--- src/vdv_pkg.sv ---
// Package for the field-2 V-bit and display FIFO destination block.
// Assumes a single 100 MHz display clock and a synchronous active-low reset.
package vdv_pkg;

  // --------------------------------------------------------------------------
  // Register map
  // --------------------------------------------------------------------------
  localparam logic [7:0]  VDV_LUMA_DEST_OFS  = 8'h80;
  localparam logic [7:0]  VDV_BLUE_DEST_OFS  = 8'ha0;
  localparam logic [7:0]  VDV_RED_DEST_OFS   = 8'hc0;
  localparam logic [7:0]  VDV_VBIT2_OFS      = 8'h00;

  // --------------------------------------------------------------------------
  // Field layout of the field-2 V-bit register
  // --------------------------------------------------------------------------
  localparam int          VDV_LINE_W         = 12;
  localparam int          VDV_CLR_LSB        = 16;
  localparam int          VDV_SET_LSB        = 0;
  localparam logic [11:0] VDV_LINE_RST       = 12'h000;
  localparam logic [31:0] VDV_ARB_RDATA      = 32'h0000_0000;

  // --------------------------------------------------------------------------
  // Display modes
  // --------------------------------------------------------------------------
  typedef enum logic [1:0] {
    VDV_MODE_BT656 = 2'h0,
    VDV_MODE_YC    = 2'h1,
    VDV_MODE_RAW   = 2'h3
  } vdv_mode_t;

endpackage

--- src/vdv_top.sv ---
// Field-2 V-bit generator and write-only display FIFO destination decode.
// Assumes the frame line counter and EAV strobe come from the display timing
// logic on the same clock, and the DMA writer sits in the data memory space.
`timescale 1ns/1ps
module vdv_top
  import vdv_pkg::*;
#(
  parameter int DATA_W     = 32,
  parameter int FIFO_DEPTH = 16
) (
  input  wire logic              sys_clk_i,
  input  wire logic              rst_n_i,
  // Configuration register port.
  input  wire logic              cfg_wr_i,
  input  wire logic              cfg_rd_i,
  input  wire logic [7:0]        cfg_addr_i,
  input  wire logic [31:0]       cfg_wdata_i,
  output logic      [31:0]       cfg_rdata_o,
  // Data memory port for the FIFO destination locations.
  input  wire logic              mem_wr_i,
  input  wire logic              mem_rd_i,
  input  wire logic [7:0]        mem_addr_i,
  input  wire logic [DATA_W-1:0] mem_wdata_i,
  output logic      [DATA_W-1:0] mem_rdata_o,
  // Display timing side.
  input  wire logic [1:0]        display_mode_i,
  input  wire logic              eav_strobe_i,
  input  wire logic [11:0]       frame_line_counter_i,
  output logic                   field2_vbit_o,
  // Pixel pull side, one per FIFO.
  input  wire logic [2:0]        fifo_pull_i,
  output logic      [DATA_W-1:0] luma_data_o,
  output logic      [DATA_W-1:0] blue_chroma_data_o,
  output logic      [DATA_W-1:0] red_chroma_data_o,
  output logic      [2:0]        fifo_full_o,
  output logic      [2:0]        fifo_empty_o,
  // Per-FIFO DMA request events.
  output logic                   luma_dma_request_o,
  output logic                   blue_chroma_dma_request_o,
  output logic                   red_chroma_dma_request_o
);

  // --------------------------------------------------------------------------
  // Address decode helpers
  // --------------------------------------------------------------------------
  // True when a configuration access targets the field-2 V-bit register.
  function automatic logic hits_vbit2(input logic [7:0] addr);
    return addr == VDV_VBIT2_OFS;
  endfunction

  // True when a data-memory write lands on the given destination offset.
  function automatic logic hits_dest(input logic [7:0] addr, input logic [7:0] ofs);
    return addr == ofs;
  endfunction

  // --------------------------------------------------------------------------
  // Field-2 V-bit register
  // --------------------------------------------------------------------------
  logic [11:0] set_line_q, set_line_d, clr_line_q, clr_line_d;
  logic [31:0] cfg_rdata_q, cfg_rdata_d;

  always_comb begin
    set_line_d  = set_line_q;
    clr_line_d  = clr_line_q;
    // Read data is zero outside a read so a stale word is never taken as fresh.
    cfg_rdata_d = '0;
    if (cfg_wr_i && hits_vbit2(cfg_addr_i)) begin
      // Only the two line fields are stored; reserved bits are dropped.
      set_line_d = cfg_wdata_i[VDV_SET_LSB +: VDV_LINE_W];
      clr_line_d = cfg_wdata_i[VDV_CLR_LSB +: VDV_LINE_W];
    end
    if (cfg_rd_i && hits_vbit2(cfg_addr_i)) begin
      cfg_rdata_d[VDV_SET_LSB +: VDV_LINE_W] = set_line_q;
      cfg_rdata_d[VDV_CLR_LSB +: VDV_LINE_W] = clr_line_q;
    end
  end

  always_ff @(posedge sys_clk_i) begin
    if (!rst_n_i) begin
      set_line_q  <= VDV_LINE_RST;
      clr_line_q  <= VDV_LINE_RST;
      cfg_rdata_q <= '0;
    end else begin
      set_line_q  <= set_line_d;
      clr_line_q  <= clr_line_d;
      cfg_rdata_q <= cfg_rdata_d;
    end
  end

  assign cfg_rdata_o = cfg_rdata_q;

  // --------------------------------------------------------------------------
  // V-bit generation
  // --------------------------------------------------------------------------
  logic vbit_q, vbit_d;
  logic is_raw;

  always_comb begin
    is_raw = (display_mode_i == VDV_MODE_RAW);
    vbit_d = vbit_q;
    // Set is tested first, so equal settings leave V at 1; raw mode leaves the
    // bit untouched because it has no meaning there.
    // Evaluated only on the line-start EAV; held through SAV codes.
    if (eav_strobe_i && !is_raw) begin
      if (frame_line_counter_i == set_line_q) begin
        vbit_d = 1'b1;
      end else if (frame_line_counter_i == clr_line_q) begin
        vbit_d = 1'b0;
      end
    end
  end

  always_ff @(posedge sys_clk_i) begin
    if (!rst_n_i) begin
      vbit_q <= 1'b0;
    end else begin
      vbit_q <= vbit_d;
    end
  end

  assign field2_vbit_o = vbit_q;

  // --------------------------------------------------------------------------
  // FIFO destination decode
  // --------------------------------------------------------------------------
  logic [2:0] push;
  logic [2:0] full_w, empty_w;
  logic [2:0] req_q, req_d;
  logic [DATA_W-1:0] rdata [3];

  // Destinations live on the data memory port only.
  always_comb begin
    push = '0;
    if (mem_wr_i) begin
      // A and B copies alias at one offset.
      push[0] = hits_dest(mem_addr_i, VDV_LUMA_DEST_OFS);
      // Chroma locations are ignored in raw mode.
      push[1] = hits_dest(mem_addr_i, VDV_BLUE_DEST_OFS) && !is_raw;
      push[2] = hits_dest(mem_addr_i, VDV_RED_DEST_OFS) && !is_raw;
    end
    // Each FIFO requests refills while it has room, except the chroma FIFOs in raw mode.
    // The request follows fullness one clock late, so a writer that streams
    // on the request alone may land one extra write, which a full FIFO drops.
    req_d = ~full_w;
    if (is_raw) begin
      req_d[2:1] = '0;
    end
  end

  // One FIFO per component: index 0 luma, 1 blue chroma, 2 red chroma.
  for (genvar g = 0; g < 3; g++) begin : g_fifo
    vdv_fifo #(
      .WIDTH (DATA_W),
      .DEPTH (FIFO_DEPTH)
    ) u_fifo (
      .sys_clk_i (sys_clk_i),
      .rst_n_i   (rst_n_i),
      .wr_en_i   (push[g]),
      .wr_data_i (mem_wdata_i),
      .rd_en_i   (fifo_pull_i[g]),
      .rd_data_o (rdata[g]),
      .full_o    (full_w[g]),
      .empty_o   (empty_w[g])
    );
  end

  // --------------------------------------------------------------------------
  // Status and read-data registers
  // --------------------------------------------------------------------------
  logic [2:0]        full_q, empty_q;
  logic [DATA_W-1:0] mem_rdata_q, mem_rdata_d;

  // Destination reads return a fixed value and touch no FIFO state.
  always_comb begin
    mem_rdata_d = VDV_ARB_RDATA[DATA_W-1:0];
  end

  always_ff @(posedge sys_clk_i) begin
    if (!rst_n_i) begin
      req_q       <= '0;
      full_q      <= '0;
      empty_q     <= '1;
      mem_rdata_q <= VDV_ARB_RDATA[DATA_W-1:0];
    end else begin
      req_q       <= req_d;
      full_q      <= full_w;
      empty_q     <= empty_w;
      mem_rdata_q <= mem_rdata_d;
    end
  end

  // --------------------------------------------------------------------------
  // Outputs
  // --------------------------------------------------------------------------
  assign mem_rdata_o               = mem_rdata_q;
  assign luma_data_o               = rdata[0];
  assign blue_chroma_data_o        = rdata[1];
  assign red_chroma_data_o         = rdata[2];
  assign fifo_full_o               = full_q;
  assign fifo_empty_o              = empty_q;
  assign luma_dma_request_o        = req_q[0];
  assign blue_chroma_dma_request_o = req_q[1];
  assign red_chroma_dma_request_o  = req_q[2];

endmodule

--- src/vdv_fifo.sv ---
// Display FIFO memory with registered read data.
// Ignores writes while full and reads while empty, so neither side need honour the flags.
`timescale 1ns/1ps
module vdv_fifo #(
  parameter int WIDTH = 32,
  parameter int DEPTH = 16
) (
  input  wire logic             sys_clk_i,
  input  wire logic             rst_n_i,
  input  wire logic             wr_en_i,
  input  wire logic [WIDTH-1:0] wr_data_i,
  input  wire logic             rd_en_i,
  output logic      [WIDTH-1:0] rd_data_o,
  output logic                  full_o,
  output logic                  empty_o
);
  localparam int AW = $clog2(DEPTH);

  logic [WIDTH-1:0] mem_q [DEPTH];
  logic [AW:0]      wp_q, wp_d, rp_q, rp_d;
  logic [WIDTH-1:0] rd_q, rd_d;
  logic             do_wr, do_rd;

  always_comb begin
    do_wr = wr_en_i && !full_o;
    do_rd = rd_en_i && !empty_o;
    wp_d  = do_wr ? wp_q + 1'b1 : wp_q;
    rp_d  = do_rd ? rp_q + 1'b1 : rp_q;
    rd_d  = do_rd ? mem_q[rp_q[AW-1:0]] : rd_q;
  end

  always_ff @(posedge sys_clk_i) begin
    if (do_wr) begin
      mem_q[wp_q[AW-1:0]] <= wr_data_i;
    end
    if (!rst_n_i) begin
      wp_q <= '0;
      rp_q <= '0;
      rd_q <= '0;
    end else begin
      wp_q <= wp_d;
      rp_q <= rp_d;
      rd_q <= rd_d;
    end
  end

  assign rd_data_o = rd_q;
  assign empty_o   = (wp_q == rp_q);
  assign full_o    = (wp_q[AW] != rp_q[AW]) && (wp_q[AW-1:0] == rp_q[AW-1:0]);
endmodule

--- config.mk ---
export PLATFORM = sky130hd
export DESIGN_NAME = vdv_top
export DESIGN_NICKNAME = d
export VERILOG_FILES = /design/src/vdv_pkg.sv /design/src/vdv_top.sv /design/src/vdv_fifo.sv
export SDC_FILE = /design/constraint.sdc
export NUM_CORES = 2
export LEC_CHECK = 0
export ABC_AREA = 0
export CAP_MARGIN = 30
export CORE_UTILIZATION = 35
export DETAILED_ROUTE_END_ITERATION = 8
export DONT_BUFFER_PORTS = 1
export GPL_ROUTABILITY_DRIVEN = 0
export PLACE_DENSITY_LB_ADDON = 0.2
export SETUP_SLACK_MARGIN = 0.3
export SLEW_MARGIN = 20
export SYNTH_ARGS = -nofsm -noshare
export SYNTH_HDL_FRONTEND = slang
export SYNTH_SLANG_ARGS = --single-unit
--- constraint.sdc ---
create_clock -name sys_clk_i -period 8.6 [get_ports sys_clk_i]
set_input_delay 0.86 -clock sys_clk_i [delete_from_list [all_inputs] [get_ports sys_clk_i]]
set_output_delay 0.86 -clock sys_clk_i [all_outputs]
set_load 0.01 [all_outputs]
======== After elaboration in Yosys (flattened, before gate mapping) ========
Memories as Yosys holds them, arrays and structs flattened. A register that Yosys moved wholly into a read port is not among the register bits.
Index checks and enable logic that the tools add are counted.
storage, ports and cells
  flip-flop bits (word level) ............. 96
  memory bits (writable) .................. 1536
  bits of input ports ..................... 104
  output and inout bits ................... 170
  word-level logic and storage cells ...... 79
  memories kept ........................... 3
memories
  name                    depth  bits a word  rd ports  clocked after memory_dff  write ports  line            text
  g_fifo[0].u_fifo.mem_q  16     32           1         1                         1            vdv_fifo.sv:19  logic [WIDTH-1:0] mem_q [DEPTH];
  g_fifo[1].u_fifo.mem_q  16     32           1         1                         1            vdv_fifo.sv:19
  g_fifo[2].u_fifo.mem_q  16     32           1         1                         1            vdv_fifo.sv:19
operators by class
  add/sub/neg operators ................... 6
  equal/unequal tests ..................... 15
  mux-type cells .......................... 9
  bitwise gates (word level) .............. 2
  reductions and logical operators ........ 29
operator list
  cell                   number
  $add A5 B1 Y5 const B  6
  $eq A12 B12 Y1         2
  $eq A8 B8 Y1 const B   3
  $eq A5 B5 Y1           3
  $logic_and A1 B1 Y1    14
  $eq A4 B4 Y1           3
  $logic_not A1 Y1       10
  $logic_not A8 Y1       1
  $mux W1                8
  $reduce_and A2 Y1      2
  $mux W3                1
  $ne A1 B1 Y1           3
  $not A3 Y3             1
  $eq A2 B2 Y1 const B   1
  $reduce_bool A2 Y1     1
  $reduce_or A2 Y1       1
  $not A1 Y1             1

======== Depth between registers and ports, before layout ========
  depth in word-level cells ............... 7
  mapped depth ............................ 8
  depth with buffers taken out ............ 5

======== By module ========
Synthesis repeated with hierarchy kept, for this count alone.
second synthesis, totals
  cells, all modules ...................... 3390
  area total of the unflattened synthesis .. 65940.7 µm²
by module, submodules not included
  module                            times used  cells each  area each (µm²)  sequential area each (µm²)
  vdv_fifo at g_fifo[1].u_fifo ...  2           1042        21171.6          16215.6
  vdv_fifo at g_fifo[0].u_fifo      1           1042        21165.3          16215.6
  vdv_top                           1           264         2432.3           1161.1

======== Worst setup path before layout ========
OpenSTA, ideal clock, no wires.
  kind .................................... input-to-reg
  from .................................... in mem_addr_i[1]
  to ...................................... mem g_fifo[2].u_fifo.mem_q[15][0], enable pin
  setup time .............................. 0.595 ns
  arrival ................................. 6.470 ns
  data required time ...................... 8.005 ns
  path slack .............................. 1.535 ns
  cell stages on the path ................. 3
  path buffers ............................ 0
  cell sequence ........................... nor3b_1 nand3_2 a2111oi_0
between the ends
  cells in the longest elaborated chain, start to end .. 6
ends and longest elaborated chain
  what                           line            text
  from (decl)                    vdv_top.sv:22   input wire logic [7:0] mem_addr_i,
  $eq A8 B8 Y1                   vdv_top.sv:53   return addr == ofs;
  $logic_and A1 B1 Y1            vdv_top.sv:139  push[2] = hits_dest(mem_addr_i, VDV_RED_DEST_OFS) && !is_raw;
  $mux W3                        vdv_top.sv:134  if (mem_wr_i) begin
  $logic_and A1 B1 Y1            vdv_fifo.sv:25  do_wr = wr_en_i && !full_o;
  $mux W1                        vdv_fifo.sv:33  if (do_wr) begin
  $mux W1 (not written as such)  vdv_fifo.sv:34  mem_q[wp_q[AW-1:0]] <= wr_data_i;
  to (decl)                      vdv_fifo.sv:19
Every way passes these cells.

======== Worst setup path in the final report ========
  from .................................... reg g_fifo[1].u_fifo.rp_q[1]
  to ...................................... mem g_fifo[1].u_fifo.mem_q[1][2], enable pin
between the ends
  cells in the longest elaborated chain, start to end .. 6
ends and longest elaborated chain
  what                           line            text
  from (decl)                    vdv_fifo.sv:20  logic [AW:0] wp_q, wp_d, rp_q, rp_d;
  from (signal assigned)         vdv_fifo.sv:42  rp_q <= rp_d;
  $eq A4 B4 Y1                   vdv_fifo.sv:49  assign full_o = (wp_q[AW] != rp_q[AW]) && (wp_q[AW-1:0] == rp_q[AW-1:0]);
  $logic_and A1 B1 Y1            vdv_fifo.sv:49
  $logic_not A1 Y1               vdv_fifo.sv:25
  $logic_and A1 B1 Y1            vdv_fifo.sv:25
  $mux W1                        vdv_fifo.sv:33
  $mux W1 (not written as such)  vdv_fifo.sv:34
  to (decl)                      vdv_fifo.sv:19
Every way passes these cells.

==> run metrics <==
outcome=complete, no violations; Synth top area share=70.13%; full die area=189,600 um2; starting utilization of the core area=35.35%; growth of design area from synthesis to finish=13.53%; max_cap viols=0; average routed wire per standard cell=26.94 um; fraction of layout instances using a drive strength above 1=22.61%; share of the clock period used by the worst path=44.52%; Root Buffer=clkbuf_16; maximum net fanout on the critical path=37; remaining antenna violation count=0; time the worst path needs with I/O delays and setup=3.829 ns; Detailed Place HPWL=89.41 mm; die height=435.5 um; area after detailed placement=68,920 um2; clock tree from TritonCTS=yes; Power Total=16.65 mW; count of input and output buffers=0; number of violations reported at the end of detailed-routing iteration 0=2,387; Crit-path slowest cell=dfxtp_4; Synth cell types=47; pin count of the biggest net entering global routing=127; total number of vias=31,420; cells along the critical path=xor2_1 > nor4_4 > buf_4 > a2111oi_4 > nand2_1 > nor3_2 > buf_4; area of the placeable core=186,000 um2; path type of the worst min-delay path=input pin to flip-flop; antenna violations before repair=15; Leakage=22.63 nW; cts-stage hold buffer count=0; final worst setup slack=4.771 ns; Setup TNS=0 ns; CTS sink cnt=1,720; register area share after synthesis=75.74%; combined area of all synthesized cells=65,770 um2; final clock skew=0.03336 ns; gate count of the mapped netlist=3,410; kind of end point of the critical path=flip-flop; clock-pin transition on the worst setup and hold timing paths=0.06 ns; I/O pin cnt=274; post-DR vias/cell=5.150; actual slew at the worst max-slew pin=0.9750 ns; per-instance average area after synthesis=19.29 um2; number of warnings reported in the yosys synthesis log=0; count of buffers added by post-CTS timing repair for setup=0; nets=3,577; clock insertion delay at the later pin of the skew report=0.82 ns; router iterations before antenna repair=5; row count=158; Critical Setup Path Class=flip-flop to flip-flop; startpoint type of the worst setup path=flip-flop; total power density per cell area=223.0 nW/um2; cell taking the most area after synthesis=edfxtp_1; Setup-failing EPs final=0; FF-to-FF path depth=7; highest cell delay on the worst timing path=0.87 ns; number of CTS-inserted buffers=178; data arrival time of the worst path=4.27 ns; RSZ-0062 raised after global routing=false; global router's overall resource usage=17.20%; H-tree levels=4; Chip Width=435.5 um; final standard cell utilization of the core=40.14%; total count of max-transition violations in the final report=0; wire length of the first global-routing pass=235.9 mm; required time of the worst setup path=9.05 ns; Slew HR=35.00%; most used cell along the critical path=buf_4; number of failing hold endpoints at the final stage=0; top area cells in the synthesized netlist=edfxtp_1 70%, mux4_2 9.9%, dfxtp_1 5.6%; total gr overflow=0; final non-filler cell area=74,660 um2; fill cell count=16,570; DRC Markers=0; number of buffers on the longest clock path=3; Max Clk Rate=261.2 MHz; vias in the first global route=32,310; post-cts gate resize count=0; routed wire length=164.4 mm; number of cells traversed by the worst hold path=0; worst vdd ir=0.1913 mV; pre-CTS worst setup slack=4.560 ns; register bit total from synthesis=1,720
[flip-flops by register name, summed over array words and instances (netlist names)]
| name | flops |
|---|---|
| field2_vbit_o | 1 |
| clr_line_q | 12 |
| cfg_rdata_o | 24 |
| g_fifo.u_fifo.rd_data_o | 96 |
| set_line_q | 12 |
| g_fifo.u_fifo.rp_q | 15 |
| g_fifo.u_fifo.wp_q | 15 |
| fifo_empty_o | 3 |
| g_fifo.u_fifo.mem_q | 1536 |
| req_q | 3 |
| fifo_full_o | 3 |
[path summary, 6_finish.rpt]
| check | slack, ns | end | startpoint |
|---|---|---|---|
| worst max-delay path | 4.77 | g_fifo[1].u_fifo.mem_q[1][2] | g_fifo[1].u_fifo.rp_q[1] |
| worst min-delay path | 0.13 | g_fifo[1].u_fifo.mem_q[5][0] | mem_wdata_i[0] |
| worst max register to register | 4.77 | g_fifo[1].u_fifo.mem_q[1][2] | g_fifo[1].u_fifo.rp_q[1] |
| worst min register to register | 0.50 | cfg_rdata_o[4] | set_line_q[4] |
[stage by stage]
stage / hold WS [ns] / cells
finish: 0.1337 / 6101
CTS: 0.05834 / 6094
global route: 0.08641 / 6095
floorplan: 0.4731 / 3449
detailed placement: 0.4916 / 5758
global placement: 0.4844 / 5744
[report_power, final]
part	internal, mW	switching (mW)	leakage [nW]
registers	9.08	0.00480	15.3
logic	0.0110	0.0238	4.57
clock network	4.28	3.24	2.77
[critical path, delay by kind of cell (launching register included)]
kind | cells | cell delay, ns
AOI/OAI and AO/OA | 1 | 0.83
xor gates and xnor gates | 1 | 0.29
buffers and inverters | 2 | 0.68
DFF | 1 | 0.87
and+or+nand+nor | 3 | 0.70
[per-layer routing]
| metal | routed length [um] | GRT usage (%) |
|---|---|---|
| met5 | 0 | 0 |
| met2 | 82920 | 29.25 |
| met3 | 8288 | 3.293 |
| met4 | 5226 | 6.270 |
| met1 | 67950 | 21.79 |
[final cells by class]
type / count / area [um2] / share of cell area [%]
Antenna cell: 7 / 17.52 / 0.02346
Clock buffer: 262 / 4982 / 6.673
Clock inverter: 74 / 737.0 / 0.9871
Inverter: 11 / 41.29 / 0.05530
Multi-Input combinational cell: 1468 / 15100 / 20.23
Sequential cell: 1720 / 49850 / 66.76
Tap cell: 2480 / 3103 / 4.156
Timing Repair Buffer: 79 / 830.8 / 1.113
[Yosys cell counts (all sizes together)]
library cell     n
edfxtp        1536
nand3b           1
mux2i          164
nor3b            1
xnor2           32
xor2            25
nand4            7
nor4b            1
o22ai           32
and2            27
a2111oi          5
a211oi          37
nand3           10
nor3            42
buf            136
ha              15
inv             11
dfxtp          184
nor2b           37
a41o             2
nor4             7
a21oi           72
a31oi           66
a21boi           2
conb             1
nand2b          12
clkbuf         114
mux2           128
and4             4
and3            18
a2111o           1
o21ai          163
a221oi          64
nor2            71
mux4           288
nand2           93
or4              1
[cells in the final DEF (no fill, tap or decap), drive strengths merged, types with 37 or more instances in the layout]
master  instances
dfxtp         184
nand2          93
a211oi         37
nor2           71
conb           40
a221oi         64
edfxtp       1536
nor2b          37
buf            79
nor3           42
o21ai         163
a21oi          72
mux4          288
mux2          128
mux2i         164
clkbuf        262
clkinv         55
a31oi          66
[cell families (layout without fill, tap and decap cells)]
group                      count (synthesis)  after routing  share of synthesized area (%)
muxes                                    580            580                          14.55
buffers and inverters                    261            426                          1.927
DFF                                     1720           1720                          75.74
adders and majority gates                 15             15                         0.2854
xor gates and xnor gates                  57             57                         0.7591
other                                      1             47                       0.005702
and+or+nand+nor                          332            332                          2.536
AOI/OAI and AO/OA                        444            444                          4.201
(Power assumes the default switching activity.)
